[src/evsm_pkg.sv]
// Purpose: constants and functions shared by the excitation and stability monitor
// Assumes: one drive sample clock of 25 MHz; registers reached by plain register port
// Notes:
// Summary of operation
// - the binary sequence restarts every two to the power of the length exponent, divided by the gap, drive samples.
// - the length exponent only has effect while the mode selects binary excitation.
// - with velocity injection the velocity amplitude is the peak value of the injected excitation.
// - in stability-test mode the feedback velocity is compared with the fault threshold at all times.
// - while feedback velocity is above the threshold in that mode, an elapsed-time counter advances.
// - when the elapsed time reaches a nonzero duration limit the instability fault is raised; a zero limit never trips.
// - the duration limit is counted in time units of milliseconds and is applied only in mode five.
// - mode one is binary excitation, at plus or minus peak with velocity injection (zero at other points), varying only in sign.
package evsm_pkg;
  // ***************************************************
  // register map
  // ***************************************************
  localparam logic [15:0] ADDR_PRB_EXP = 16'h0032;
  localparam logic [15:0] ADDR_VEL_AMP = 16'h0034;
  localparam logic [15:0] ADDR_VF_LIMIT = 16'h0514;
  localparam logic [7:0] PRB_EXP_RESET = 8'h13;
  localparam logic [7:0] PRB_EXP_MIN = 8'h04;
  localparam logic [7:0] PRB_EXP_MAX = 8'h13;
  localparam logic [63:0] VEL_AMP_RESET = 64'h0;
  localparam logic [31:0] VF_LIMIT_RESET = 32'h0;
  // ***************************************************
  // modes and timing
  // ***************************************************
  localparam logic [2:0] MODE_PRB = 3'h1;
  localparam logic [2:0] MODE_STABILITY = 3'h5;
  localparam logic [1:0] INJ_VELOCITY = 2'h1;
  localparam int LFSR_W = 19;
  localparam int PERIOD_W = 20;
  localparam int CLK_HZ = 25000000;
  // limit register holds milliseconds: one count is this many ms
  localparam int LIMIT_UNIT_MS = 1;
  localparam int LIMIT_TICK_CYCLES = CLK_HZ / 1000 * LIMIT_UNIT_MS;

  // feedback taps of a maximal-length register, by length 4..19
  function automatic logic [LFSR_W-1:0] taps(input logic [7:0] n);
    logic [LFSR_W-1:0] t;
    t = 19'h0;
    case (n)
      8'h04: t = 19'h0000c;
      8'h05: t = 19'h00014;
      8'h06: t = 19'h00030;
      8'h07: t = 19'h00060;
      8'h08: t = 19'h000b8;
      8'h09: t = 19'h00110;
      8'h0a: t = 19'h00240;
      8'h0b: t = 19'h00500;
      8'h0c: t = 19'h00829;
      8'h0d: t = 19'h0100d;
      8'h0e: t = 19'h02015;
      8'h0f: t = 19'h06000;
      8'h10: t = 19'h0d008;
      8'h11: t = 19'h12000;
      8'h12: t = 19'h20400;
      8'h13: t = 19'h40023;
      default: t = 19'h0000c;
    endcase
    return t;
  endfunction

  // all-ones seed of the active length
  function automatic logic [LFSR_W-1:0] seed(input logic [7:0] n);
    return LFSR_W'((20'h1 << n[4:0]) - 20'h1);
  endfunction
endpackage

[src/evsm_above_timer.sv]
// Purpose: times feedback velocity above threshold and raises the instability fault
// Assumes: inputs come from logic on the same clock
// Notes: fault is sticky until i_fault_clear; a new set wins over the clear
`timescale 1ns/1ps
module evsm_above_timer #(
  parameter int TICK_CYCLES = evsm_pkg::LIMIT_TICK_CYCLES
) (
  input wire logic i_clk,
  input wire logic i_sys_rst,
  input wire logic i_enable,
  input wire logic i_above,
  input wire logic [31:0] i_limit,
  input wire logic i_fault_clear,
  output logic o_fault,
  output logic [31:0] o_elapsed
);
  // the divider is 24 bits wide, so the tick must fit in it
  if (TICK_CYCLES < 1 || TICK_CYCLES > 16777215) begin : g_tick_check
    $error("tick count out of range");
  end

  typedef struct packed {
    logic [23:0] div;
    logic [31:0] elapsed;
    logic fault;
  } evsm_timer_type;

  evsm_timer_type st;
  evsm_timer_type next_st;
  logic hit;

  assign hit = i_enable && (i_limit != 32'h0) && (st.elapsed >= i_limit);

  // ***************************************************
  // elapsed time and fault
  // ***************************************************
  // counting restarts whenever velocity drops back, so only a continuous excursion faults
  always_comb begin
    next_st = st;
    if (i_enable && i_above) begin
      if (st.div == 24'(TICK_CYCLES - 1)) begin
        next_st.div = 24'h0;
        if (st.elapsed != 32'hffffffff) begin
          next_st.elapsed = st.elapsed + 32'h1;
        end
      end else begin
        next_st.div = st.div + 24'h1;
      end
    end else begin
      next_st.div = 24'h0;
      next_st.elapsed = 32'h0;
    end
    if (i_fault_clear) begin
      next_st.fault = 1'b0;
    end
    if (hit) begin
      next_st.fault = 1'b1;
    end
  end

  // state register
  always_ff @(posedge i_clk or posedge i_sys_rst) begin
    if (i_sys_rst) begin
      st <= '0;
    end else begin
      st <= next_st;
    end
  end

  assign o_fault = st.fault;
  assign o_elapsed = st.elapsed;
endmodule

[src/evsm_top.sv]
// Purpose: binary excitation generator and stability monitor for a servo drive
// Assumes: sample strobe, mode and feedback come from logic on the same clock
// Notes: register port is a plain single-cycle read/write port
`timescale 1ns/1ps
module evsm_top #(
  parameter int TICK_CYCLES = evsm_pkg::LIMIT_TICK_CYCLES
) (
  input wire logic i_clk,
  input wire logic i_sys_rst,
  input wire logic i_reg_wr,
  input wire logic i_reg_rd,
  input wire logic [15:0] i_reg_addr,
  input wire logic [63:0] i_reg_wdata,
  output logic [63:0] o_reg_rdata,
  input wire logic i_sample_en,
  input wire logic [2:0] i_excitation_mode,
  input wire logic [7:0] i_excitation_gap,
  input wire logic [1:0] i_injection_point,
  input wire logic signed [63:0] i_feedback_velocity,
  input wire logic signed [63:0] i_velocity_fault_threshold,
  input wire logic i_fault_clear,
  output logic signed [63:0] o_velocity_excitation,
  output logic o_prb_level,
  output logic o_prb_period_start,
  output logic o_instability_fault,
  output logic [31:0] o_above_elapsed
);
  typedef struct packed {
    logic [7:0] prb_length_exponent;
    logic [63:0] velocity_excitation_amplitude;
    logic [31:0] velocity_fault_duration_limit;
    logic [63:0] rdata;
    logic [evsm_pkg::LFSR_W-1:0] lfsr;
    logic [7:0] gap_cnt;
    logic [evsm_pkg::PERIOD_W-1:0] period_cnt;
    logic period_start;
    logic [63:0] excitation;
  } evsm_state_type;

  evsm_state_type st;
  evsm_state_type next_st;
  logic prb_active;
  logic stab_active;
  logic above;
  logic [7:0] gap_eff;
  logic [evsm_pkg::PERIOD_W-1:0] full_len;
  logic [evsm_pkg::PERIOD_W-1:0] period_len;
  logic [evsm_pkg::LFSR_W-1:0] seed_now;
  logic [evsm_pkg::LFSR_W-1:0] mask_now;
  logic tap_parity;
  logic [evsm_pkg::LFSR_W-1:0] lfsr_shift;
  logic [evsm_pkg::LFSR_W-1:0] lfsr_step;

  // ***************************************************
  // mode decode and sequence arithmetic
  // ***************************************************
  assign prb_active = (i_excitation_mode == evsm_pkg::MODE_PRB);
  assign stab_active = (i_excitation_mode == evsm_pkg::MODE_STABILITY);
  assign above = stab_active && (i_feedback_velocity > i_velocity_fault_threshold);
  // a gap of zero would divide by zero, so it acts as one
  assign gap_eff = (i_excitation_gap == 8'h0) ? 8'h1 : i_excitation_gap;
  assign full_len = evsm_pkg::PERIOD_W'(20'h1 << st.prb_length_exponent[4:0]);
  // gaps larger than the length leave a period of one sample
  assign period_len = ((full_len / evsm_pkg::PERIOD_W'(gap_eff)) == 20'h0) ? 20'h1
    : (full_len / evsm_pkg::PERIOD_W'(gap_eff));
  assign seed_now = evsm_pkg::seed(st.prb_length_exponent);
  assign mask_now = evsm_pkg::taps(st.prb_length_exponent);
  assign tap_parity = ^(st.lfsr & mask_now);
  assign lfsr_shift = {st.lfsr[evsm_pkg::LFSR_W-2:0], tap_parity} & seed_now;
  // shortening the exponent mid-run can mask the state to zero, where it would stick; reseed instead
  assign lfsr_step = (lfsr_shift == '0) ? seed_now : lfsr_shift;

  // ***************************************************
  // registers, sequence and excitation
  // ***************************************************
  // exponent writes outside 4..19 are dropped so the shift register always has valid taps
  always_comb begin
    next_st = st;
    next_st.period_start = 1'b0;
    if (i_reg_wr) begin
      case (i_reg_addr)
        evsm_pkg::ADDR_PRB_EXP: begin
          if (i_reg_wdata[7:0] >= evsm_pkg::PRB_EXP_MIN && i_reg_wdata[7:0] <= evsm_pkg::PRB_EXP_MAX) begin
            next_st.prb_length_exponent = i_reg_wdata[7:0];
          end
        end
        evsm_pkg::ADDR_VEL_AMP: next_st.velocity_excitation_amplitude = i_reg_wdata;
        evsm_pkg::ADDR_VF_LIMIT: next_st.velocity_fault_duration_limit = i_reg_wdata[31:0];
        default: next_st.rdata = st.rdata;
      endcase
    end
    if (i_reg_rd) begin
      case (i_reg_addr)
        evsm_pkg::ADDR_PRB_EXP: next_st.rdata = {56'h0, st.prb_length_exponent};
        evsm_pkg::ADDR_VEL_AMP: next_st.rdata = st.velocity_excitation_amplitude;
        evsm_pkg::ADDR_VF_LIMIT: next_st.rdata = {32'h0, st.velocity_fault_duration_limit};
        default: next_st.rdata = 64'h0; // unmapped reads return zero
      endcase
    end
    if (!prb_active) begin
      // outside binary mode the exponent has no effect; hold the sequence at its seed
      next_st.lfsr = seed_now;
      next_st.gap_cnt = 8'h0;
      next_st.period_cnt = '0;
      next_st.excitation = 64'h0;
    end else if (i_sample_en) begin
      if (st.period_cnt >= period_len - 20'h1) begin
        next_st.period_cnt = '0;
        next_st.lfsr = seed_now;
        next_st.gap_cnt = 8'h0;
        next_st.period_start = 1'b1;
      end else begin
        next_st.period_cnt = st.period_cnt + 20'h1;
        if (st.gap_cnt >= gap_eff - 8'h1) begin
          next_st.gap_cnt = 8'h0;
          next_st.lfsr = lfsr_step;
        end else begin
          next_st.gap_cnt = st.gap_cnt + 8'h1;
        end
      end
    end
    if (prb_active) begin
      // only the sign changes: plus or minus peak amplitude
      if (i_injection_point == evsm_pkg::INJ_VELOCITY) begin
        next_st.excitation = st.lfsr[0] ? st.velocity_excitation_amplitude
          : (64'h0 - st.velocity_excitation_amplitude);
      end else begin
        next_st.excitation = 64'h0;
      end
    end
  end

  // state register
  always_ff @(posedge i_clk or posedge i_sys_rst) begin
    if (i_sys_rst) begin
      st <= '0;
      st.prb_length_exponent <= evsm_pkg::PRB_EXP_RESET;
      st.velocity_excitation_amplitude <= evsm_pkg::VEL_AMP_RESET;
      st.velocity_fault_duration_limit <= evsm_pkg::VF_LIMIT_RESET;
      st.lfsr <= 19'h7ffff;
    end else begin
      st <= next_st;
    end
  end

  // ***************************************************
  // stability monitor
  // ***************************************************
  evsm_above_timer #(
    .TICK_CYCLES(TICK_CYCLES)
  ) u_timer (
    .i_clk(i_clk),
    .i_sys_rst(i_sys_rst),
    .i_enable(stab_active),
    .i_above(above),
    .i_limit(st.velocity_fault_duration_limit),
    .i_fault_clear(i_fault_clear),
    .o_fault(o_instability_fault),
    .o_elapsed(o_above_elapsed)
  );

  assign o_reg_rdata = st.rdata;
  assign o_velocity_excitation = st.excitation;
  assign o_prb_level = st.lfsr[0];
  assign o_prb_period_start = st.period_start;
endmodule

[config.mk]
export PLATFORM = sky130hd
export DESIGN_NAME = evsm_top
export DESIGN_NICKNAME = d
export VERILOG_FILES = /design/src/evsm_pkg.sv /design/src/evsm_above_timer.sv /design/src/evsm_top.sv
export SDC_FILE = /design/constraint.sdc
export NUM_CORES = 1
export LEC_CHECK = 0
export ABC_AREA = 1
export BUFFER_PORTS_ARGS = -buffer_cell sky130_fd_sc_hd__buf_2
export CAP_MARGIN = 20
export CORE_MARGIN = 5
export CORE_UTILIZATION = 45
export CTS_CLUSTER_DIAMETER = 60
export DETAILED_ROUTE_END_ITERATION = 6
export PLACE_DENSITY = 0.73
export SYNTH_ARGS = -nofsm -noshare
export SYNTH_HDL_FRONTEND = slang
export SYNTH_SLANG_ARGS = --single-unit
[constraint.sdc]
create_clock -name i_clk -period 46.5 [get_ports i_clk]
set_input_delay 2.325 -clock i_clk [delete_from_list [all_inputs] [get_ports i_clk]]
set_output_delay 2.325 -clock i_clk [all_outputs]
set_load 0.05 [all_outputs]
==> impl_metrics.toml, run 1 <==
[status]
status = "complete, no violations"

[floorplanning]
ios = 390
fp.dieW_um = 264.9
coreArea_um2 = 64460
start_util = 0.4536
rows = 93
dieArea_um2 = 70170
die_y_um = 264.9

[route]
wire_per_inst_um = 16.50
drt_iter0_markers = 1973
ant_nets = 0
post-route-drc-count = 0
routed_wl_mm = 86.18
num_vias = 27720
avgViaCountPerCell = 5.308
dr.pass1.iters = 6

[placement]
portBuffers = 389
hpwl_mm = 66.18
place.gp.congestion = 0.9360

[sta]
max_freq_mhz = 23.56
slew-limit-headroom = 0.2836
worst_pin_slew_ps = 1065
fin_skew_ps = 23.32
hold_violations = 0
fin_crit_ps = 42450
finalSetupViolCount = 0
fin_worst_hold_slack_ps = 459.7
maxSlewViolCount = 0
period_share = 0.9129

[clock_network]
tritoncts = "done"
cts_buffer_depth = 3
htree_levels = 2
root_buffer = "clkbuf_16"
clkSlewWorstSetupHoldPaths_ps = 60
clkLatencyLatePin_ps = 550
cts.sinks = 337
cts_buffers = 37

[global_route]
grt_pass1_wl_mm = 135.5
grt_pass1_vias = 26050
overflow = 0
grt_use_total = 0.2326
grt_max_degree = 146
antenna_found_initial = 2

[yosys]
ys_types = 69
yosys-top-cells-count = "856 x nand2_1, 575 x inv_1, 315 x dfrtp_1"
synth_edf_count = 0
synth_flop_cell = "dfrtp_1"
ys_warn_count = 0
synth_area_leader_cell = "dfrtp_1"
syn_avg_cell_area_um2 = 7.152
yosysTopAreaCellShare = 0.2696
async_flop_share = 1.000
syn_nets = 4586
yosysMostFrequentCell = "nand2_1"
ys_ff_latch = 337
netlist_area_um2 = 29240
synthCells = 4088
ys_top_cells_by_area = "dfrtp_1 27%, ha_1 12%, nand2_1 11%, inv_1 7.4%, o21ai_0 5.2%"
seq_area_frac_synth = 0.2894

[setup_path]
cpMostUsedCell = "nand2_1"
end_kind = "register"
critPathTopFamily = "simple AND/OR/NAND/NOR gates"
cp.required_ps = 46940
path_class = "input pin to register"
cp.buffers_inverters = 55
path_max_fanout = 16
critPathArrivalTime_ps = 42890
crit_path_start_kind = "input pin"
slowest_stage = "ha_1"
critical-path-max-stage-delay_ps = 360

[flow_run]
maxCapViolations = 0

[layout]
nets = 4843
areaGrowthSynthToFinish_pct = 12.05
nFillCells = 6304
drive_gt1_frac = 0.1752

[hold_path]
hp-class = "register to register"
-- routing by layer --
| layer | part of all wire | GRT usage | vias to the layer above |
|---|---|---|---|
| met5 | 0.00023 | 0 | - |
| met4 | 0.042 | 0.08392 | 2 |
| met3 | 0.064 | 0.04037 | 183 |
| met2 | 0.47 | 0.3879 | 924 |
| met1 | 0.42 | 0.3052 | 12810 |
| li1 | - | - | 13810 |
-- cell families after synthesis --
family	Yosys count	synth area share
flops	337	0.2894
mux	33	0.01271
fa+ha+maj	271	0.1160
simple gates	1719	0.2638
xor+xnor	171	0.05122
compound gates	692	0.1329
buf+inv	865	0.1341
-- final timing paths --
kind	start	to	slack, ps	depth (start not counted)
max	i_excitation_gap[7]	st[71]	4050	307
min in group asynchronous	i_sys_rst	st[89]	1920	2
min reg2reg	u_timer.st[33]	u_timer.st[33]	460	1
max reg2reg	st[273]	st[71]	5140	305
max in group asynchronous	i_sys_rst	st[251]	42670	5
min	u_timer.st[33]	u_timer.st[33]	460	1
-- timing repair --
item | 4_1_cts | 5_1_grt
hold buffers | 0 | 0
pin swaps | 0 | 21
endpoints found under the setup margin | 30 | 48
resized for setup | 4 | 66
buffers inserted | 0 | 54
gates cloned | 0 | 3
hold endpoints to repair | 0 | 0
-- metrics by stage --
step	instance area, um^2	cells	util	worst slack [ps]	setup TNS, ps
after global routing	32760	5223	0.5082	-456.6	-14290
after detailed placement	30880	5103	0.4790	-973.4	-24100
after global placement	30880	5103	0.4790	706.1	0
final	32760	5223	0.5082	4050	0
after CTS	32070	5164	0.4975	68.17	0
after floorplan	29240	4088	-	3122	0
-- cell type report --
cell class                 count  area [um^2]  area share
clock inverter                12        107.6    0.003284
clock buffer                  49         1074     0.03277
timing repair buffer         472         2603     0.07943
multi-input combinational   2888        17100      0.5220
antenna                        1        2.502  0.00007638
timing repair inverter         1        5.005   0.0001528
tap                          855         1070     0.03265
inverter                     608         2341     0.07145
sequential                   337         8461      0.2582
-- flip-flops by register name (all words and copies together) (netlist names) --
signal,count
o_prb_period_start,1
o_velocity_excitation,64
u_timer.o_elapsed,32
st,150
u_timer.o_fault,1
o_prb_level,1
o_reg_rdata,64
u_timer.st,24
-- cell usage in the layout (no fill, tap or decap), types with 24 or more instances in the layout --
cell       instances
nand2_1          853
inv_1            565
buf_2            389
dfrtp_1          315
o21ai_0          299
nor2_1           298
ha_1             271
a21oi_1          190
nand3_1          187
xor2_1           123
nor3_1           116
buf_4             81
nand4_1           67
xnor2_1           48
nor4_1            42
o22ai_1           40
clkbuf_16         39
mux2_2            33
or2_2             24
inv_2             24
Power of run 1 is left out: the tool's default activity adds up to more than one toggle a clock period on the data nets, which glitch-free logic cannot reach.
==> run 2: changes to the inputs <==
clock period = 47.6 ns   (was 46.5 ns; I/O delays follow)
==> run 2 against run 1 <==
Register-to-register slack improved by 480 ps. Setup slack improved by 330 ps. Clock skew down 5.7 ps. Via count down 0.65%. Worst hold slack improved by 1.5 ps. Non-clock buffer count is 2 lower. Sequential share of layout area about the same. Final cell count grew 0.19%. Largest cell class unchanged.
==> impl_metrics.toml, run 2 (synthesis results as in run 1) <==
[sta]
fin_crit_ps = 43220
fin_worst_hold_slack_ps = 461.2
setup_slack_ps = 4377
worst_pin_slew_ps = 936.2
finalSetupViolCount = 0
slew-limit-headroom = 0.3701
max_freq_mhz = 23.14
hold_violations = 0
fin_skew_ps = 17.63
period_share = 0.9081
maxSlewViolCount = 0

[placement]
portBuffers = 389
place_ws_ps = -481.8
place.gp.congestion = 0.9643
placed_area_um2 = 30860
hpwl_mm = 66.64

[floorplanning]
ios = 390
fp.dieW_um = 264.9
coreArea_um2 = 64460
dieArea_um2 = 70170
start_util = 0.4536
die_y_um = 264.9
rows = 93

[layout]
areaGrowthSynthToFinish_pct = 12.10
layout_commonest_cell = "nand2_1"
multiInputGateArea_um2 = 17040
largest_reg_flops = 150
drive_gt1_frac = 0.1740
nets = 4842
final_cell_mix = "853 x nand2_1, 565 x inv_1, 389 x buf_2"
regMostFlops = "st"
seq_area_um2 = 8461
nFillCells = 6353
final_area_um2 = 32780

[setup_path]
slowest_stage = "a2111oi_2"
cp.buffers_inverters = 53
cp.required_ps = 48060
end_kind = "register"
critical-path-max-stage-delay_ps = 410
critPathTopFamily = "simple AND/OR/NAND/NOR gates"
path_class = "input pin to register"
cpMostUsedCell = "nand2_1"
critPathArrivalTime_ps = 43680
crit_path_start_kind = "input pin"
path_max_fanout = 16

[global_route]
grt_pass1_vias = 26260
grt_max_degree = 162
antenna_found_initial = 5
overflow = 0
grt_pass1_wl_mm = 136.1
grt_use_total = 0.2335

[hold_path]
hp-class = "register to register"

[route]
num_vias = 27540
wire_per_inst_um = 16.46
ant_nets = 0
dr.pass1.iters = 5
routed_wl_mm = 86.13
drt_iter0_markers = 2073
post-route-drc-count = 0
avgViaCountPerCell = 5.263

[clock_network]
htree_levels = 2
cts.sinks = 337
clkSlewWorstSetupHoldPaths_ps = 50
clkLatencyLatePin_ps = 560
cts_buffer_depth = 3
tritoncts = "done"
root_buffer = "clkbuf_16"
cts_buffers = 39

[status]
status = "complete, no violations"

[flow_run]
maxCapViolations = 0
-- run 2: final timing paths --
path / start / endpoint / slack (ps) / depth (start not counted)
min reg2reg: u_timer.st[33] / u_timer.st[33] / 460 / 1
max: i_excitation_gap[7] / st[108] / 4380 / 305
max in group asynchronous: i_sys_rst / st[228] / 43460 / 4
max reg2reg: st[273] / st[108] / 5620 / 303
min in group asynchronous: i_sys_rst / st[92] / 1920 / 2
min: u_timer.st[33] / u_timer.st[33] / 460 / 1
-- run 2: layout make-up --
type,count,area share
tap,855,0.03264
sequential,337,0.2581
clock inverter,16,0.004314
antenna,5,0.0003817
timing repair buffer,470,0.07833
clock buffer,54,0.03428
multi-input combinational,2887,0.5200
inverter,608,0.07181
timing repair inverter,1,0.0001527
-- run 2: stage by stage --
step / instances / utilization / setup TNS [ps]
after global placement: 5100 / 0.4787 / 0
after CTS: 5170 / 0.4983 / 0
after detailed placement: 5100 / 0.4787 / -6265
final: 5233 / 0.5084 / 0
after global routing: 5231 / 0.5084 / -4030
after floorplan: 4088 / - / 0
-- run 2: repair_timing --
action	CTS	global route
setup endpoints to repair	2	48
pin swaps	0	12
resized for setup	1	60
setup buffers	0	56
hold buffers	0	0
cloned	0	2
-- run 2: per-layer routing --
metal	global-route usage	vias to the layer above	part of all wire
met2	0.3974	782	0.48
met5	0	-	0
li1	-	13810	-
met4	0.07077	0	0.033
met1	0.3081	12800	0.43
met3	0.03583	156	0.057
Power of run 2 is left out for the same reason.
